==> config.mk <==
export PLATFORM = sky130hd
export DESIGN_NAME = low_power_wakeup_control
export DESIGN_NICKNAME = d
export VERILOG_FILES = /design/src/lpw_pkg.sv /design/src/recovery_if.sv /design/src/stop_recovery_counter.sv /design/src/low_power_wakeup_control.sv
export VERILOG_INCLUDE_DIRS = /design/src /design/src/src
export SDC_FILE = /design/constraint.sdc
export NUM_CORES = 1
export LEC_CHECK = 0
export ABC_AREA = 1
export BUFFER_PORTS_ARGS = -buffer_cell sky130_fd_sc_hd__buf_2
export CAP_MARGIN = 20
export CORE_MARGIN = 3
export CORE_UTILIZATION = 40
export DETAILED_ROUTE_END_ITERATION = 16
export GPL_ROUTABILITY_DRIVEN = 0
export PLACE_DENSITY = 0.65
export SYNTH_ARGS = -nofsm -noshare
export SYNTH_HDL_FRONTEND = slang
export SYNTH_HIERARCHICAL = 1
export SYNTH_SLANG_ARGS = --single-unit
export TNS_END_PERCENT = 20
==> constraint.sdc <==
create_clock -name clk_sys -period 1.8 [get_ports clk_sys]
set_input_delay 0.18 -clock clk_sys [delete_from_list [all_inputs] [get_ports clk_sys]]
set_output_delay 0.18 -clock clk_sys [all_outputs]
set_load 0.01 [all_outputs]
==> src/lpw_regs.svh <==
`ifndef LPW_REGS_SVH
`define LPW_REGS_SVH
// recovery counter loads: the count runs down to zero, so load is cycles minus one
`define LPW_REC_LOAD_FULL  12'hFFF
`define LPW_REC_LOAD_SHORT 12'h01F
`define LPW_REC_ZERO       12'h000
`define LPW_REC_ONE        12'h001
// recovery lengths in oscillator cycles
`define LPW_REC_FULL_CYC   13'h1000
`define LPW_REC_SHORT_CYC  13'h0020
`define LPW_LEN_ONE        13'h0001
// vector pair base addresses
`define LPW_VEC_RESET      16'hFFFE
`define LPW_VEC_BREAK      16'hFFFC
`define LPW_VEC_EXT_INT    16'hFFFA
`define LPW_VEC_CLKGEN     16'hFFF8
`define LPW_VEC_T1_CH0     16'hFFF6
`define LPW_VEC_T1_CH1     16'hFFF4
`define LPW_VEC_T1_OVF     16'hFFF2
`define LPW_VEC_T2_CH0     16'hFFF0
`define LPW_VEC_T2_CH1     16'hFFEE
`define LPW_VEC_T2_OVF     16'hFFEC
`define LPW_VEC_SSI_RX     16'hFFEA
`define LPW_VEC_SSI_TX     16'hFFE8
`define LPW_VEC_ASI_ERR    16'hFFE6
`define LPW_VEC_ASI_RX     16'hFFE4
`define LPW_VEC_ASI_TX     16'hFFE2
`define LPW_VEC_KEYPAD     16'hFFE0
`define LPW_VEC_ADC        16'hFFDE
`define LPW_VEC_TIMEBASE   16'hFFDC
`define LPW_VEC_CAN_WAKE   16'hFFDA
`define LPW_VEC_CAN_ERR    16'hFFD8
`define LPW_VEC_CAN_RX     16'hFFD6
`define LPW_VEC_CAN_TX     16'hFFD4
`define LPW_VEC_T2_CH2     16'hFFD2
`define LPW_VEC_T2_CH3     16'hFFD0
`define LPW_VEC_T2_CH4     16'hFFCE
`define LPW_VEC_T2_CH5     16'hFFCC
`define LPW_VEC_NONE       16'h0000
`endif

==> src/lpw_pkg.sv <==
package lpw_pkg;
  typedef logic [15:0] vec_addr_t;
  typedef enum logic [1:0] {MODE_RUN, MODE_WAIT, MODE_STOP, MODE_RECOVER} lp_mode_t;
  typedef struct packed {
    logic        busy;
    logic        done;
    logic        short_sel;
    logic [11:0] cnt;
  } rec_state_t;
  typedef struct packed {
    lp_mode_t    mode;
    logic [7:0]  kp_prev;
    logic        irq_prev;
    logic        exit_by_reset;
    vec_addr_t   pend_vec;
    logic        rec_start;
    logic        rec_short;
    logic        cpu_clock_en;
    logic        bus_clock_en;
    logic        in_wait;
    logic        in_stop;
    logic        watchdog_clock_in;
    logic        sic_clear;
    logic        ssi_freeze;
    logic        ssi_abort;
    logic        periph_halt;
    logic        timebase_run;
    logic        access_block;
    logic        reset_req;
    logic        vector_load;
    vec_addr_t   vector_addr;
    logic        recovering;
  } ctl_state_t;
  localparam ctl_state_t CTL_RESET = '{mode: MODE_RUN, irq_prev: 1'b1, cpu_clock_en: 1'b1,
                                       bus_clock_en: 1'b1, watchdog_clock_in: 1'b1,
                                       timebase_run: 1'b1, default: '0};
endpackage

==> src/recovery_if.sv <==
`timescale 1ns/10ps
`default_nettype none
interface recovery_if;
  logic start;
  logic short_sel;
  logic busy;
  logic done;
  modport ctrl    (output start, output short_sel, input busy, input done);
  modport counter (input start, input short_sel, output busy, output done);
endinterface
`default_nettype wire

==> src/stop_recovery_counter.sv <==
`timescale 1ns/10ps
`default_nettype none
`include "lpw_regs.svh"
module stop_recovery_counter (
  input  wire logic   clk_sys,
  input  wire logic   resetn,
  recovery_if.counter rec
);
  import lpw_pkg::*;

  rec_state_t  r;
  rec_state_t  next_r;
  logic [12:0] busy_len;

  // 12-bit down counter holds clocks off for the full or short delay
  always_comb begin
    next_r = r;
    next_r.done = 1'b0;
    if (rec.start) begin
      next_r.busy      = 1'b1;
      next_r.short_sel = rec.short_sel;
      next_r.cnt       = rec.short_sel ? `LPW_REC_LOAD_SHORT : `LPW_REC_LOAD_FULL; // see RULE22
    end else if (r.busy) begin
      if (r.cnt == `LPW_REC_ZERO) begin
        next_r.busy = 1'b0;
        next_r.done = 1'b1;
      end else begin
        next_r.cnt = r.cnt - `LPW_REC_ONE;
      end
    end
  end

  always_ff @(posedge clk_sys or negedge resetn) begin
    if (!resetn) begin
      r <= '0;
    end else begin
      r <= next_r;
    end
  end

  assign rec.busy = r.busy;
  assign rec.done = r.done;

  // helper: length of the busy window, read only by the check below
  always_ff @(posedge clk_sys or negedge resetn) begin
    if (!resetn) begin
      busy_len <= '0;
    end else if (r.busy) begin
      busy_len <= busy_len + `LPW_LEN_ONE;
    end else begin
      busy_len <= '0;
    end
  end
endmodule
`default_nettype wire

==> src/low_power_wakeup_control.sv <==
// Summary of operation
// (RULE1) watchdog keeps counting in wait; its enabled expiry resets the device.
// (RULE2) stop gates the watchdog clock and clears the integration counter.
// (RULE3) stop instruction is ignored unless the stop-enable bit is set.
// (RULE4) external interrupt pin wakes from wait and stop when unmasked.
// (RULE5) keypad requests wake from wait and stop when unmasked.
// (RULE6) enabled voltage monitor reset ends wait, and stop when enabled in stop.
// (RULE7) serial and timer interrupts wake the processor from wait.
// (RULE8) sync serial freezes in stop; reset exit aborts and resets it.
// (RULE9) timers halt in stop with state kept, resume after interrupt exit.
// (RULE10) timebase runs in stop only with oscillator-in-stop set.
// (RULE11) timebase and network registers are blocked to the processor in wait.
// (RULE12) network and async serial go inactive in stop, registers kept.
// (RULE13) pin, watchdog and monitor resets fetch the top reset vector pair.
// (RULE14) external interrupt and emulation break have their own vector pairs.
// (RULE15) clock generator and keypad interrupts have their own vector pairs.
// (RULE16) first timer vectors: overflow, channel 1, channel 0 ascending.
// (RULE17) second timer: overflow/ch1/ch0 high range, ch5..ch2 lower range.
// (RULE18) sync serial tx/rx and async tx/rx/error vectors, ascending.
// (RULE19) converter vector sits just above the timebase vector.
// (RULE20) network tx/rx/error/wake vectors; bus activity wakes from stop.
// (RULE21) keypad edge per polarity bit and timebase rollover wake from stop.
// (RULE22) stop exit waits 4096 oscillator cycles, or 32 with short recovery.
`timescale 1ns/10ps
`default_nettype none
`include "lpw_regs.svh"
module low_power_wakeup_control (
  input  wire logic       clk_sys,
  input  wire logic       resetn,
  input  wire logic       wait_req,
  input  wire logic       stop_req,
  input  wire logic       stop_enable,
  input  wire logic       short_recovery_bit,
  input  wire logic       osc_in_stop_enable,
  input  wire logic       watchdog_enable,
  input  wire logic       watchdog_expired,
  input  wire logic       reset_pin_n,
  input  wire logic       ext_int_n,
  input  wire logic       ext_int_mask_bit,
  input  wire logic [7:0] keypad_pins,
  input  wire logic [7:0] keypad_enable,
  input  wire logic [7:0] keypad_polarity_bits,
  input  wire logic       keypad_mask_bit,
  input  wire logic       svm_enable,
  input  wire logic       svm_reset_enable,
  input  wire logic       svm_stop_enable,
  input  wire logic       svm_trip,
  input  wire logic       break_req,
  input  wire logic       emulation_mode,
  input  wire logic       clkgen_irq,
  input  wire logic [2:0] first_timer_irq,
  input  wire logic [6:0] second_timer_irq,
  input  wire logic [1:0] sync_serial_irq,
  input  wire logic [2:0] async_serial_irq,
  input  wire logic       adc_irq,
  input  wire logic       timebase_irq,
  input  wire logic [3:0] can_irq,
  input  wire logic       can_bus_activity,
  output logic            cpu_clock_en,
  output logic            bus_clock_en,
  output logic            in_wait,
  output logic            in_stop,
  output logic            recovering,
  output logic            watchdog_clock_in,
  output logic            sic_clear,
  output logic            sync_serial_freeze,
  output logic            sync_serial_abort,
  output logic            periph_halt,
  output logic            timebase_run,
  output logic            access_block,
  output logic            reset_req,
  output logic            vector_load,
  output lpw_pkg::vec_addr_t vector_addr
);
  import lpw_pkg::*;

  ctl_state_t r;
  ctl_state_t next_r;
  recovery_if rec ();

  logic       ext_fall;
  logic       irq_wake;
  logic [7:0] kp_edge;
  logic       kp_wake;
  logic       brk;
  logic       svm_rst;
  logic       run_rst;
  logic       stop_rst;
  logic       stop_wake;
  logic       wait_wake;
  logic       stop_mode;
  logic       halted;
  vec_addr_t  wait_vec;
  vec_addr_t  stop_vec;

  // highest address wins, so the chain runs from the top vector pair down
  function automatic vec_addr_t pick_vector(
    input logic       b_brk,
    input logic       b_irq,
    input logic       b_cgm,
    input logic [2:0] b_t1,
    input logic [6:0] b_t2,
    input logic [1:0] b_ssi,
    input logic [2:0] b_asi,
    input logic       b_kp,
    input logic       b_adc,
    input logic       b_tb,
    input logic [3:0] b_can
  );
    vec_addr_t v;
    v = `LPW_VEC_NONE;
    if (b_brk) begin
      v = `LPW_VEC_BREAK;      // see RULE14
    end else if (b_irq) begin
      v = `LPW_VEC_EXT_INT;    // see RULE14
    end else if (b_cgm) begin
      v = `LPW_VEC_CLKGEN;     // see RULE15
    end else if (b_t1[2]) begin
      v = `LPW_VEC_T1_CH0;     // see RULE16
    end else if (b_t1[1]) begin
      v = `LPW_VEC_T1_CH1;
    end else if (b_t1[0]) begin
      v = `LPW_VEC_T1_OVF;
    end else if (b_t2[2]) begin
      v = `LPW_VEC_T2_CH0;     // see RULE17
    end else if (b_t2[1]) begin
      v = `LPW_VEC_T2_CH1;
    end else if (b_t2[0]) begin
      v = `LPW_VEC_T2_OVF;
    end else if (b_ssi[1]) begin
      v = `LPW_VEC_SSI_RX;     // see RULE18
    end else if (b_ssi[0]) begin
      v = `LPW_VEC_SSI_TX;
    end else if (b_asi[2]) begin
      v = `LPW_VEC_ASI_ERR;
    end else if (b_asi[1]) begin
      v = `LPW_VEC_ASI_RX;
    end else if (b_asi[0]) begin
      v = `LPW_VEC_ASI_TX;
    end else if (b_kp) begin
      v = `LPW_VEC_KEYPAD;     // see RULE15
    end else if (b_adc) begin
      v = `LPW_VEC_ADC;        // see RULE19
    end else if (b_tb) begin
      v = `LPW_VEC_TIMEBASE;
    end else if (b_can[3]) begin
      v = `LPW_VEC_CAN_WAKE;   // see RULE20
    end else if (b_can[2]) begin
      v = `LPW_VEC_CAN_ERR;
    end else if (b_can[1]) begin
      v = `LPW_VEC_CAN_RX;
    end else if (b_can[0]) begin
      v = `LPW_VEC_CAN_TX;
    end else if (b_t2[3]) begin
      v = `LPW_VEC_T2_CH2;     // see RULE17
    end else if (b_t2[4]) begin
      v = `LPW_VEC_T2_CH3;
    end else if (b_t2[5]) begin
      v = `LPW_VEC_T2_CH4;
    end else if (b_t2[6]) begin
      v = `LPW_VEC_T2_CH5;
    end
    return v;
  endfunction

  // edge and level detectors stay live in every mode
  assign ext_fall = r.irq_prev & ~ext_int_n;
  assign irq_wake = ext_fall & ~ext_int_mask_bit;                        // see RULE4
  assign kp_edge  = keypad_enable & ((keypad_polarity_bits & ~r.kp_prev & keypad_pins) |
                                     (~keypad_polarity_bits & r.kp_prev & ~keypad_pins));
  assign kp_wake  = (|kp_edge) & ~keypad_mask_bit;                       // see RULE5
  assign brk      = break_req & emulation_mode;
  assign svm_rst  = svm_enable & svm_reset_enable & svm_trip;            // see RULE6

  // watchdog only counts outside stop and recovery, so its expiry matters in run and wait
  assign run_rst  = ~reset_pin_n | (watchdog_enable & watchdog_expired) | svm_rst; // see RULE1
  assign stop_rst = ~reset_pin_n | (svm_rst & svm_stop_enable);          // see RULE6

  // in stop only pin, keypad, break, timebase rollover and bus activity run
  assign stop_wake = brk | irq_wake | kp_wake | can_bus_activity |
                     (timebase_irq & osc_in_stop_enable);                 // see RULE21
  assign wait_wake = brk | irq_wake | kp_wake | clkgen_irq | adc_irq | timebase_irq |
                     (|first_timer_irq) | (|second_timer_irq) | (|sync_serial_irq) |
                     (|async_serial_irq) | (|can_irq);                   // see RULE7

  assign wait_vec = pick_vector(brk, irq_wake, clkgen_irq, first_timer_irq, second_timer_irq,
                                sync_serial_irq, async_serial_irq, kp_wake, adc_irq,
                                timebase_irq, can_irq);
  assign stop_vec = pick_vector(brk, irq_wake, 1'b0, 3'h0, 7'h00, 2'h0, 3'h0, kp_wake, 1'b0,
                                timebase_irq & osc_in_stop_enable,
                                {can_bus_activity, 3'h0});               // see RULE20

  assign stop_mode = (r.mode == MODE_STOP);
  assign halted    = stop_mode | (r.mode == MODE_RECOVER);

  // mode sequencer; outputs follow the registered mode one cycle later
  always_comb begin
    next_r             = r;
    next_r.kp_prev     = keypad_pins;
    next_r.irq_prev    = ext_int_n;
    next_r.rec_start   = 1'b0;
    next_r.sic_clear   = 1'b0;
    next_r.ssi_abort   = 1'b0;
    next_r.reset_req   = 1'b0;
    next_r.vector_load = 1'b0;
    case (r.mode)
      MODE_RUN: begin
        if (run_rst) begin
          next_r.reset_req   = 1'b1;
          next_r.vector_load = 1'b1;
          next_r.vector_addr = `LPW_VEC_RESET;                           // see RULE13
        end else if (stop_req && stop_enable) begin                       // see RULE3
          next_r.mode      = MODE_STOP;
          next_r.sic_clear = 1'b1;                                        // see RULE2
        end else if (wait_req) begin
          next_r.mode = MODE_WAIT;
        end
      end
      MODE_WAIT: begin
        if (run_rst) begin
          next_r.mode        = MODE_RUN;
          next_r.reset_req   = 1'b1;                                      // see RULE1
          next_r.vector_load = 1'b1;
          next_r.vector_addr = `LPW_VEC_RESET;                           // see RULE13
        end else if (wait_wake) begin
          next_r.mode        = MODE_RUN;
          next_r.vector_load = 1'b1;
          next_r.vector_addr = wait_vec;
        end
      end
      MODE_STOP: begin
        // a reset exit still waits out the recovery count before the vector
        if (stop_rst) begin
          next_r.mode          = MODE_RECOVER;
          next_r.exit_by_reset = 1'b1;
          next_r.pend_vec      = `LPW_VEC_RESET;                         // see RULE13
          next_r.rec_start     = 1'b1;
          next_r.rec_short     = short_recovery_bit;
        end else if (stop_wake) begin
          next_r.mode          = MODE_RECOVER;
          next_r.exit_by_reset = 1'b0;
          next_r.pend_vec      = stop_vec;
          next_r.rec_start     = 1'b1;
          next_r.rec_short     = short_recovery_bit;                      // see RULE22
        end
      end
      MODE_RECOVER: begin
        if (rec.done) begin
          next_r.mode        = MODE_RUN;
          next_r.vector_load = 1'b1;
          next_r.vector_addr = r.pend_vec;
          next_r.reset_req   = r.exit_by_reset;
          next_r.ssi_abort   = r.exit_by_reset;                           // see RULE8
        end
      end
      default: begin
        next_r.mode = MODE_RUN;
      end
    endcase

    // clock gating and peripheral controls from the current mode
    next_r.cpu_clock_en      = (r.mode == MODE_RUN);
    next_r.bus_clock_en      = (r.mode == MODE_RUN) || (r.mode == MODE_WAIT) ||
                               (stop_mode && osc_in_stop_enable);
    next_r.in_wait           = (r.mode == MODE_WAIT);
    next_r.in_stop           = stop_mode;
    next_r.recovering        = (r.mode == MODE_RECOVER);
    next_r.watchdog_clock_in = !halted;                                   // see RULE2
    next_r.ssi_freeze        = halted;                                    // see RULE8
    next_r.periph_halt       = halted;                                    // see RULE9
    next_r.timebase_run      = !(halted && !osc_in_stop_enable);          // see RULE10
    next_r.access_block      = (r.mode != MODE_RUN);                      // see RULE11
  end

  always_ff @(posedge clk_sys or negedge resetn) begin
    if (!resetn) begin
      r <= CTL_RESET;
    end else begin
      r <= next_r;
    end
  end

  // recovery delay handshake
  assign rec.start     = r.rec_start;
  assign rec.short_sel = r.rec_short;

  stop_recovery_counter u_recovery (
    .clk_sys (clk_sys),
    .resetn  (resetn),
    .rec     (rec.counter)
  );

  // network and async serial share the timer halt: no clock, registers kept
  assign cpu_clock_en       = r.cpu_clock_en;
  assign bus_clock_en       = r.bus_clock_en;
  assign in_wait            = r.in_wait;
  assign in_stop            = r.in_stop;
  assign recovering         = r.recovering;
  assign watchdog_clock_in  = r.watchdog_clock_in;
  assign sic_clear          = r.sic_clear;
  assign sync_serial_freeze = r.ssi_freeze;
  assign sync_serial_abort  = r.ssi_abort;
  assign periph_halt        = r.periph_halt;                              // see RULE12
  assign timebase_run       = r.timebase_run;
  assign access_block       = r.access_block;
  assign reset_req          = r.reset_req;
  assign vector_load        = r.vector_load;
  assign vector_addr        = r.vector_addr;
endmodule
`default_nettype wire

# Word level (Yosys, flattened, before mapping)
# Index checks and enable logic that the tools add are counted.
# totals
reg_bits,73
inputBits,66
# op_classes
addsub,1
n_eq_ne,10
mux,61
n_bitwise,38
n_reduce_logical,24
# ops
cell,n
$mux 16,30
$pmux 18 s3,1
$mux 12,4
$and 8x8->8,5
$mux 19,2
$mux 18,2
$mux 17,2
$not 8->8,3
$mux 2,11
$or 1x1->1,16
$logic_not 12->1,1
$sub 12x1->12 const B,1
$and 1x1->1,9
$mux 1,8
$or 8x8->8,1
$pmux 2 s4,1
$reduce_or 8->1,1
$reduce_or 7->1,1
$reduce_bool 2->1,3
$reduce_or 3->1,2
$reduce_and 5->1,1
$eq 2x2->1 const B,2
$ne 2x1->1 const B,2
$ne 2x2->1 const B,2
other kinds (14),23

# Depth between registers and ports, before layout
# Gate-level depths: netlist of the first run.
# logic_depth
depth_word,28
depth_mapped,26
depth_no_buf,26

# By module
# The synthesis of the first run kept the hierarchy.
# by_module_without_submodules
module,n_inst,cells_per_inst,area_each_um2
low_power_wakeup_control,1,296,2154.6
stop_recovery_counter,1,123,908.4

# Worst setup path after synthesis of the first run
# OpenSTA, ideal clock, no wires.
# synth_timing
kind,register -> register
startpoint,register r[49] (netlist bit)
endpoint,register r (netlist bit vector_addr[2])
arrival_ns,1.690
slack_ns,-0.032
path_stages_with_launch,16
path_cell_list,dfstp_2 > inv_1 > nor3_1 > inv_1 > nand2_1 > nor2_1 > nand3_1 > nor2_1 > nand2_1 > nor2_1 > a21oi_2 > nand2_1 > nand2_2 > inv_2 > nand2_1 > o2111ai_1
# synth_between
elab_chain_cells,14
# synth_rtl
item,line,rtl
from (decl),low_power_wakeup_control.sv:77,ctl_state_t r;
from (signal assigned),low_power_wakeup_control.sv:279,r <= next_r;
$and 1x1->1 (*),low_power_wakeup_control.sv:167,assign ext_fall = r.irq_prev & ~ext_int_n;
$and 1x1->1 (*),low_power_wakeup_control.sv:168,assign irq_wake = ext_fall & ~ext_int_mask_bit;
$or 1x1->1 (6 in series),low_power_wakeup_control.sv:182,assign wait_wake = brk | irq_wake | kp_wake | clkgen_irq | adc_irq | timebase_irq |
$or 1x1->1 (3 in series),low_power_wakeup_control.sv:183,(|first_timer_irq) | (|second_timer_irq) | (|sync_serial_irq) |
$or 1x1->1,low_power_wakeup_control.sv:184,(|async_serial_irq) | (|can_irq);
$ne 3x1->1 (no line),--,
$reduce_and 4->1 (no line),--,
# Mark *: on every way between the ends. The rest lies on a longest branch, timed or not. The select of a mux whose other input is x is not followed.
# A chain may end at the register's enable or synchronous reset.

# Final worst setup path of the first run
# Same ends and word-level chain as after synthesis.

==> impl_metrics.py, run 1 <==
metrics = {
    "final_layout": {
        "final_nets": 591,
        "drive_above_1_share_pct": 31.1,
        "instances_no_fill": 623,
        "fillers": 741,
        "layout_commonest_cell": "nand2_1",
        "final_cell_mix": "nand2_1, buf_2, inv_1",
        "insertedDiodeCount": 0,
        "largest_reg_flops": 17,
        "syn_to_final_growth_pct": 24.8,
        "top_register": "r",
    },
    "timing": {
        "final_hold_viol_count": 0,
        "finalWorstPathRequiredPeriod_ns": 1.94,
        "worst_hold_slack_ns": 0.0849,
        "slew_headroom_pct": 72.8,
        "rsz0062_at_grt": "true",
        "skew_ns": 0.00364,
        "worst_pin_slew_ns": 0.404,
        "fin_crit_sh_pct": 108,
        "fmax_mhz": 517,
        "setup_viol_count_final": 9,
        "drv_slew": 0,
        "postLayoutSetupSlackWorst_ns": -0.136,
    },
    "route": {
        "drt-initial-drc-count": 99,
        "postRouteAntennaNets": 0,
        "routed_wl_um": 6940,
        "drc": 0,
        "drt-pass1-iter-count": 4,
        "viasPerCell": 4.58,
        "vias": 2854,
        "wl_per_cell_um": 11.1,
    },
    "floorplanning": {
        "core-area_um2": 7330,
        "initial_core_util_pct": 41.8,
        "io_pins": 96,
        "die-width_um": 93.5,
        "num_rows": 31,
        "dieArea_um2": 8740,
        "die_h_um": 93.5,
    },
    "critical_path": {
        "required_ns": 1.97,
        "endpoint_kind": "flip-flop",
        "r2r_cells": 15,
        "worstSetupPathType": "flip-flop to flip-flop",
        "arrival_ns": 2.11,
        "crit_fanout": 4,
        "critPathLaunch": "r[49]$_DFF_PN1_",
        "startpoint_type": "flip-flop",
        "rr_startpoint": "r[49]$_DFF_PN1_",
    },
    "synth": {
        "yosysWarnings": 6,
        "synth_edf_count": 0,
        "syn_area_per_cell_um2": 7.31,
        "synth.distinct_cells": 35,
        "syn_inst": 419,
        "ys_ff_latch": 53,
        "synth_area_leaders": "dfrtp_1, nand2_1, inv_1",
        "synth_top_area_share_pct": 39.2,
        "netlist_area_um2": 3060,
        "synth_largest_area_cell": "dfrtp_1",
        "synth.net_count": 487,
        "synth_flop_cell": "dfrtp_1",
        "yosysSeqAreaShare_pct": 43.5,
        "async_flop_share_pct": 100,
    },
    "run_status": {
        "violations": "setup timing",
        "outcome": "complete, but fails checks",
    },
    "cts": {
        "htree_num_levels": 2,
        "cts_buffer_depth": 2,
        "numCtsBuffers": 5,
        "cts_tree": "built",
        "cts_root_buf": "clkbuf_8",
        "clock_latency_ns": 0.30,
        "clkSlewWorstSetupHoldPaths_ns": 0.10,
        "clock-sinks": 53,
        "post_cts_buffers": 0,
    },
    "placed_design": {
        "place_ws_ns": -0.127,
        "portBuffers": 95,
        "placedCellCount": 608,
        "dp_hpwl_um": 5600,
    },
    "pwr": {
        "pwr-share-seq_pct": 43.2,
        "p_sw_mw": 1.79,
        "clkPwrFrac_pct": 15.2,
        "peakVddDrop_uv": 400,
        "swShare_pct": 40.3,
        "comb_power_share_pct": 41.6,
        "internal_power_mw": 2.65,
        "p_leak_nw": 2.15,
        "power_density_nw_per_um2": 1160,
    },
    "global_route": {
        "grt.overflow.total": 0,
        "met2_usage_pct": 28.7,
        "grt_busiest_layer": "met2",
        "antenna_found_initial": 0,
        "met1_usage_pct": 20.9,
        "track_usage_pct": 16.6,
        "grt_max_degree": 54,
        "first_global_vias": 2695,
        "grt_first_pass_wirelength_um": 11700,
        "grt_use_met3_pct": 3.06,
    },
    "hold_path": {
        "hp-class": "primary input to flip-flop",
        "hp-start": "osc_in_stop_enable",
        "hold_depth": 3,
    },
    "run": {
        "max_cap_viol_count": 0,
    },
}
## path summary, 6_finish.rpt
kind | endpoint | slack [ns]
max | vector_addr[2]$_DFFE_PN0P_ | -0.14
min | timebase_run$_DFF_PN1_ | 0.08
max reg2reg | vector_addr[2]$_DFFE_PN0P_ | -0.14
min reg2reg | r[46]$_DFFE_PN0P_ | 0.47
max in group asynchronous | cpu_clock_en$_DFF_PN1_ | 1.14
min in group asynchronous | r[57]$_DFF_PN0_ | 0.38
## cells by family (layout without fill, tap and decap cells)
family	after synthesis	in the layout	synth area share, %
AND/OR/NAND/NOR	211	211	29.5
buffers and inverters	98	203	14.9
AO/OA/AOI/OAI	54	54	11.0
flip-flops	53	53	43.5
adder cells (fa/ha/maj)	2	2	0.817
XOR/XNOR	1	1	0.286
## power groups by stage
stage,combinational [mW],sequential (mW),clock (mW)
after detailed placement,1.81,1.94,0
final,1.85,1.92,0.675
after global routing,2.12,1.99,0.750
after CTS,1.84,1.92,0.706
after floorplan,1.24,1.91,0
after global placement,1.77,1.94,0
## worst max-delay path, stage by stage (launching register included)
cell       delay, ns
dfstp_2         0.53
inv_1           0.04
nor3_2          0.13
inv_1           0.07
nand2_1         0.08
nor2_1          0.06
nand3_1         0.12
nor2_4          0.04
nand2_1         0.07
nor2_1          0.05
a21oi_2         0.17
nand2_1         0.11
nand2_2         0.11
inv_2           0.06
nand2_1         0.05
o2111ai_1       0.10
## metrics by stage
stage / util, % / cell area, µm² / TNS [ns] / total power, mW
after CTS: 51.7 / 3790 / -0.553 / 4.47
after global placement: 49.6 / 3640 / -0.254 / 3.70
after global routing: 52.2 / 3820 / -3.18 / 4.86
after floorplan: - / 3070 / 0 / 3.15
after detailed placement: 49.6 / 3640 / -0.742 / 3.75
final: 52.2 / 3820 / -0.706 / 4.45
## per-layer routing
metal	vias up	part of all wire [%]
met2	84	49
met1	1284	44
li1	1478	-
met5	-	0
met4	0	1.6
met3	8	5.8
## timing repair
action	CTS	global route
setup endpoints to repair	13	17
hold buffers	6	1
gates resized for setup	5	9
hold endpoints to repair	53	1
pin swaps	1	0
## cell type report
cell class	instances	area [µm²]	area share, %
tap	99	124	3.24
timing repair buffer	118	682	17.8
clock buffer	5	68.8	1.80
multi-input combinational	268	1300	34.1
sequential	53	1330	34.8
clock inverter	3	21.3	0.556
inverter	77	292	7.62
## synthesized netlist by cell type, types with 2 or more instances
cell and n:
nand2_1 120, inv_1 73, dfrtp_1 48, nor2_1 43, nand3_1 25, buf_4 18, a21oi_1 15, o21ai_0 15
nor2_2 9, dfstp_2 5, nand2_2 5, o21bai_1 5, a21oi_2 4, a31oi_1 3, inv_2 3, nor3_1 3
o2111ai_1 3, o21ai_2 3, ha_1 2, nand3_2 2
Note: power is estimated with default switching activity, not from simulation.
==> run 2, diff against run 1 <==
HOLD_SLACK_MARGIN = 0.02   (was unset)
SETUP_SLACK_MARGIN = 0.1   (was unset)
SKIP_CTS_REPAIR_TIMING = 1   (was unset)
==> impl_metrics.py, run 2 (synthesized netlist as in run 1, its figures left out) <==
metrics = {
    "global_route": {
        "grt.overflow.total": 0,
        "grt_max_degree": 54,
        "first_global_vias": 2668,
        "grt_first_pass_wirelength_um": 11600,
        "antenna_found_initial": 0,
        "track_usage_pct": 16.4,
    },
    "route": {
        "drc": 0,
        "postRouteAntennaNets": 0,
        "wl_per_cell_um": 11.4,
        "vias": 2872,
        "drt-initial-drc-count": 109,
        "routed_wl_um": 7090,
        "drt-pass1-iter-count": 4,
        "viasPerCell": 4.60,
    },
    "timing": {
        "fin_crit_sh_pct": 106,
        "worst_hold_slack_ns": 0.0757,
        "setup_viol_count_final": 10,
        "postLayoutSetupSlackWorst_ns": -0.111,
        "fmax_mhz": 523,
        "rsz0062_at_grt": "true",
        "skew_ns": 0.00549,
        "final_hold_viol_count": 0,
        "finalWorstPathRequiredPeriod_ns": 1.91,
        "slew_headroom_pct": 72.1,
        "drv_slew": 0,
        "worst_pin_slew_ns": 0.415,
    },
    "run_status": {
        "outcome": "complete, but fails checks",
        "violations": "setup timing",
    },
    "pwr": {
        "comb_power_share_pct": 39.2,
        "p_leak_nw": 2.18,
        "swShare_pct": 38.2,
        "internal_power_mw": 2.94,
        "clkPwrFrac_pct": 20.5,
        "p_sw_mw": 1.81,
        "power_density_nw_per_um2": 1220,
        "pwr-share-seq_pct": 40.3,
        "peakVddDrop_uv": 476,
    },
    "final_layout": {
        "layout_commonest_cell": "nand2_1",
        "drive_above_1_share_pct": 31.4,
        "final_cell_mix": "nand2_1, buf_2, inv_1",
        "regArea_um2": 1330,
        "largest_reg_flops": 17,
        "fillers": 711,
        "final_nets": 592,
        "top_register": "r",
        "multi_input_area_um2": 1310,
        "syn_to_final_growth_pct": 26.8,
        "insertedDiodeCount": 0,
    },
    "cts": {
        "cts_tree": "built",
        "clock_latency_ns": 0.31,
        "clock-sinks": 53,
        "clkSlewWorstSetupHoldPaths_ns": 0.10,
        "cts_buffer_depth": 2,
        "cts_root_buf": "clkbuf_8",
        "numCtsBuffers": 5,
        "htree_num_levels": 2,
    },
    "critical_path": {
        "startpoint_type": "flip-flop",
        "required_ns": 1.97,
        "arrival_ns": 2.09,
        "crit_fanout": 4,
        "regToRegSetupSlack_ns": -0.11,
        "endpoint_kind": "flip-flop",
        "worstSetupPathType": "flip-flop to flip-flop",
    },
    "floorplanning": {
        "die-width_um": 93.5,
        "initial_core_util_pct": 41.8,
        "num_rows": 31,
        "core-area_um2": 7330,
        "die_h_um": 93.5,
        "dieArea_um2": 8740,
        "io_pins": 96,
    },
    "hold_path": {
        "hp-class": "primary input to flip-flop",
    },
    "placed_design": {
        "portBuffers": 95,
        "dp_hpwl_um": 5530,
        "place_ws_ns": -0.139,
    },
    "run": {
        "max_cap_viol_count": 0,
    },
}
[run 2: critical path, cell delays in order, from the launching register on]
cell	delay [ns]
dfrtp_1	0.39
inv_1	0.05
nand2_1	0.04
nand2_1	0.06
nand3_2	0.06
nand2_1	0.07
nor2_1	0.04
nand2_1	0.07
nand2_2	0.10
nand2_2	0.12
nor2_4	0.05
nand2_1	0.07
nor2_1	0.05
a21oi_2	0.17
nand2_2	0.08
nand2_2	0.11
inv_2	0.07
nand2_1	0.05
o2111ai_1	0.11
[run 2: layer usage]
metal  track usage [%]  routed length (µm)  vias up
met5                 0                   0        -
met4              4.52                  99        0
met3              3.06                 419        9
met2              29.7                3540       81
met1              19.8                3040     1295
li1                  -                   -     1487
[run 2: worst paths after layout]
kind,end,start,depth (start not counted)
setup / recovery,vector_addr[2]$_DFFE_PN0P_,r[53]$_DFF_PN0_,18
hold / removal,rec.short_sel$_DFFE_PN0P_,short_recovery_bit,3
setup reg to reg,vector_addr[2]$_DFFE_PN0P_,r[53]$_DFF_PN0_,18
hold reg to reg,r[46]$_DFFE_PN0P_,r[46]$_DFFE_PN0P_,2
max in group asynchronous,cpu_clock_en$_DFF_PN1_,resetn,3
min in group asynchronous,r[57]$_DFF_PN0_,resetn,3
[run 2: power groups by stage]
stage	Sequential [mW]	Clock, mW	Combinational (mW)
floorplan	1.91	0	1.24
global placement	1.94	0	1.77
detailed placement	1.94	0	1.81
CTS	1.92	0.998	1.82
global route	1.97	1.05	2.12
finish	1.92	0.974	1.86
[run 2: stage by stage]
stage | TNS (ns) | std cells | utilization (%) | area (µm²) | total power [mW]
CTS | -1.28 | 616 | 51.5 | 3770 | 4.73
detailed placement | -0.954 | 608 | 49.6 | 3640 | 3.75
floorplan | 0 | 419 | - | 3070 | 3.15
global placement | -0.249 | 608 | 49.6 | 3640 | 3.71
finish | -0.668 | 624 | 53.0 | 3880 | 4.75
global route | -3.23 | 624 | 53.0 | 3880 | 5.14
[run 2: final cells by class]
cell class | instances | share of cell area, %
sequential | 53 | 34.3
multi-input combinational | 268 | 33.7
timing repair buffer | 119 | 17.8
inverter | 77 | 7.51
tap | 99 | 3.19
clock buffer | 5 | 1.77
clock inverter | 3 | 1.77
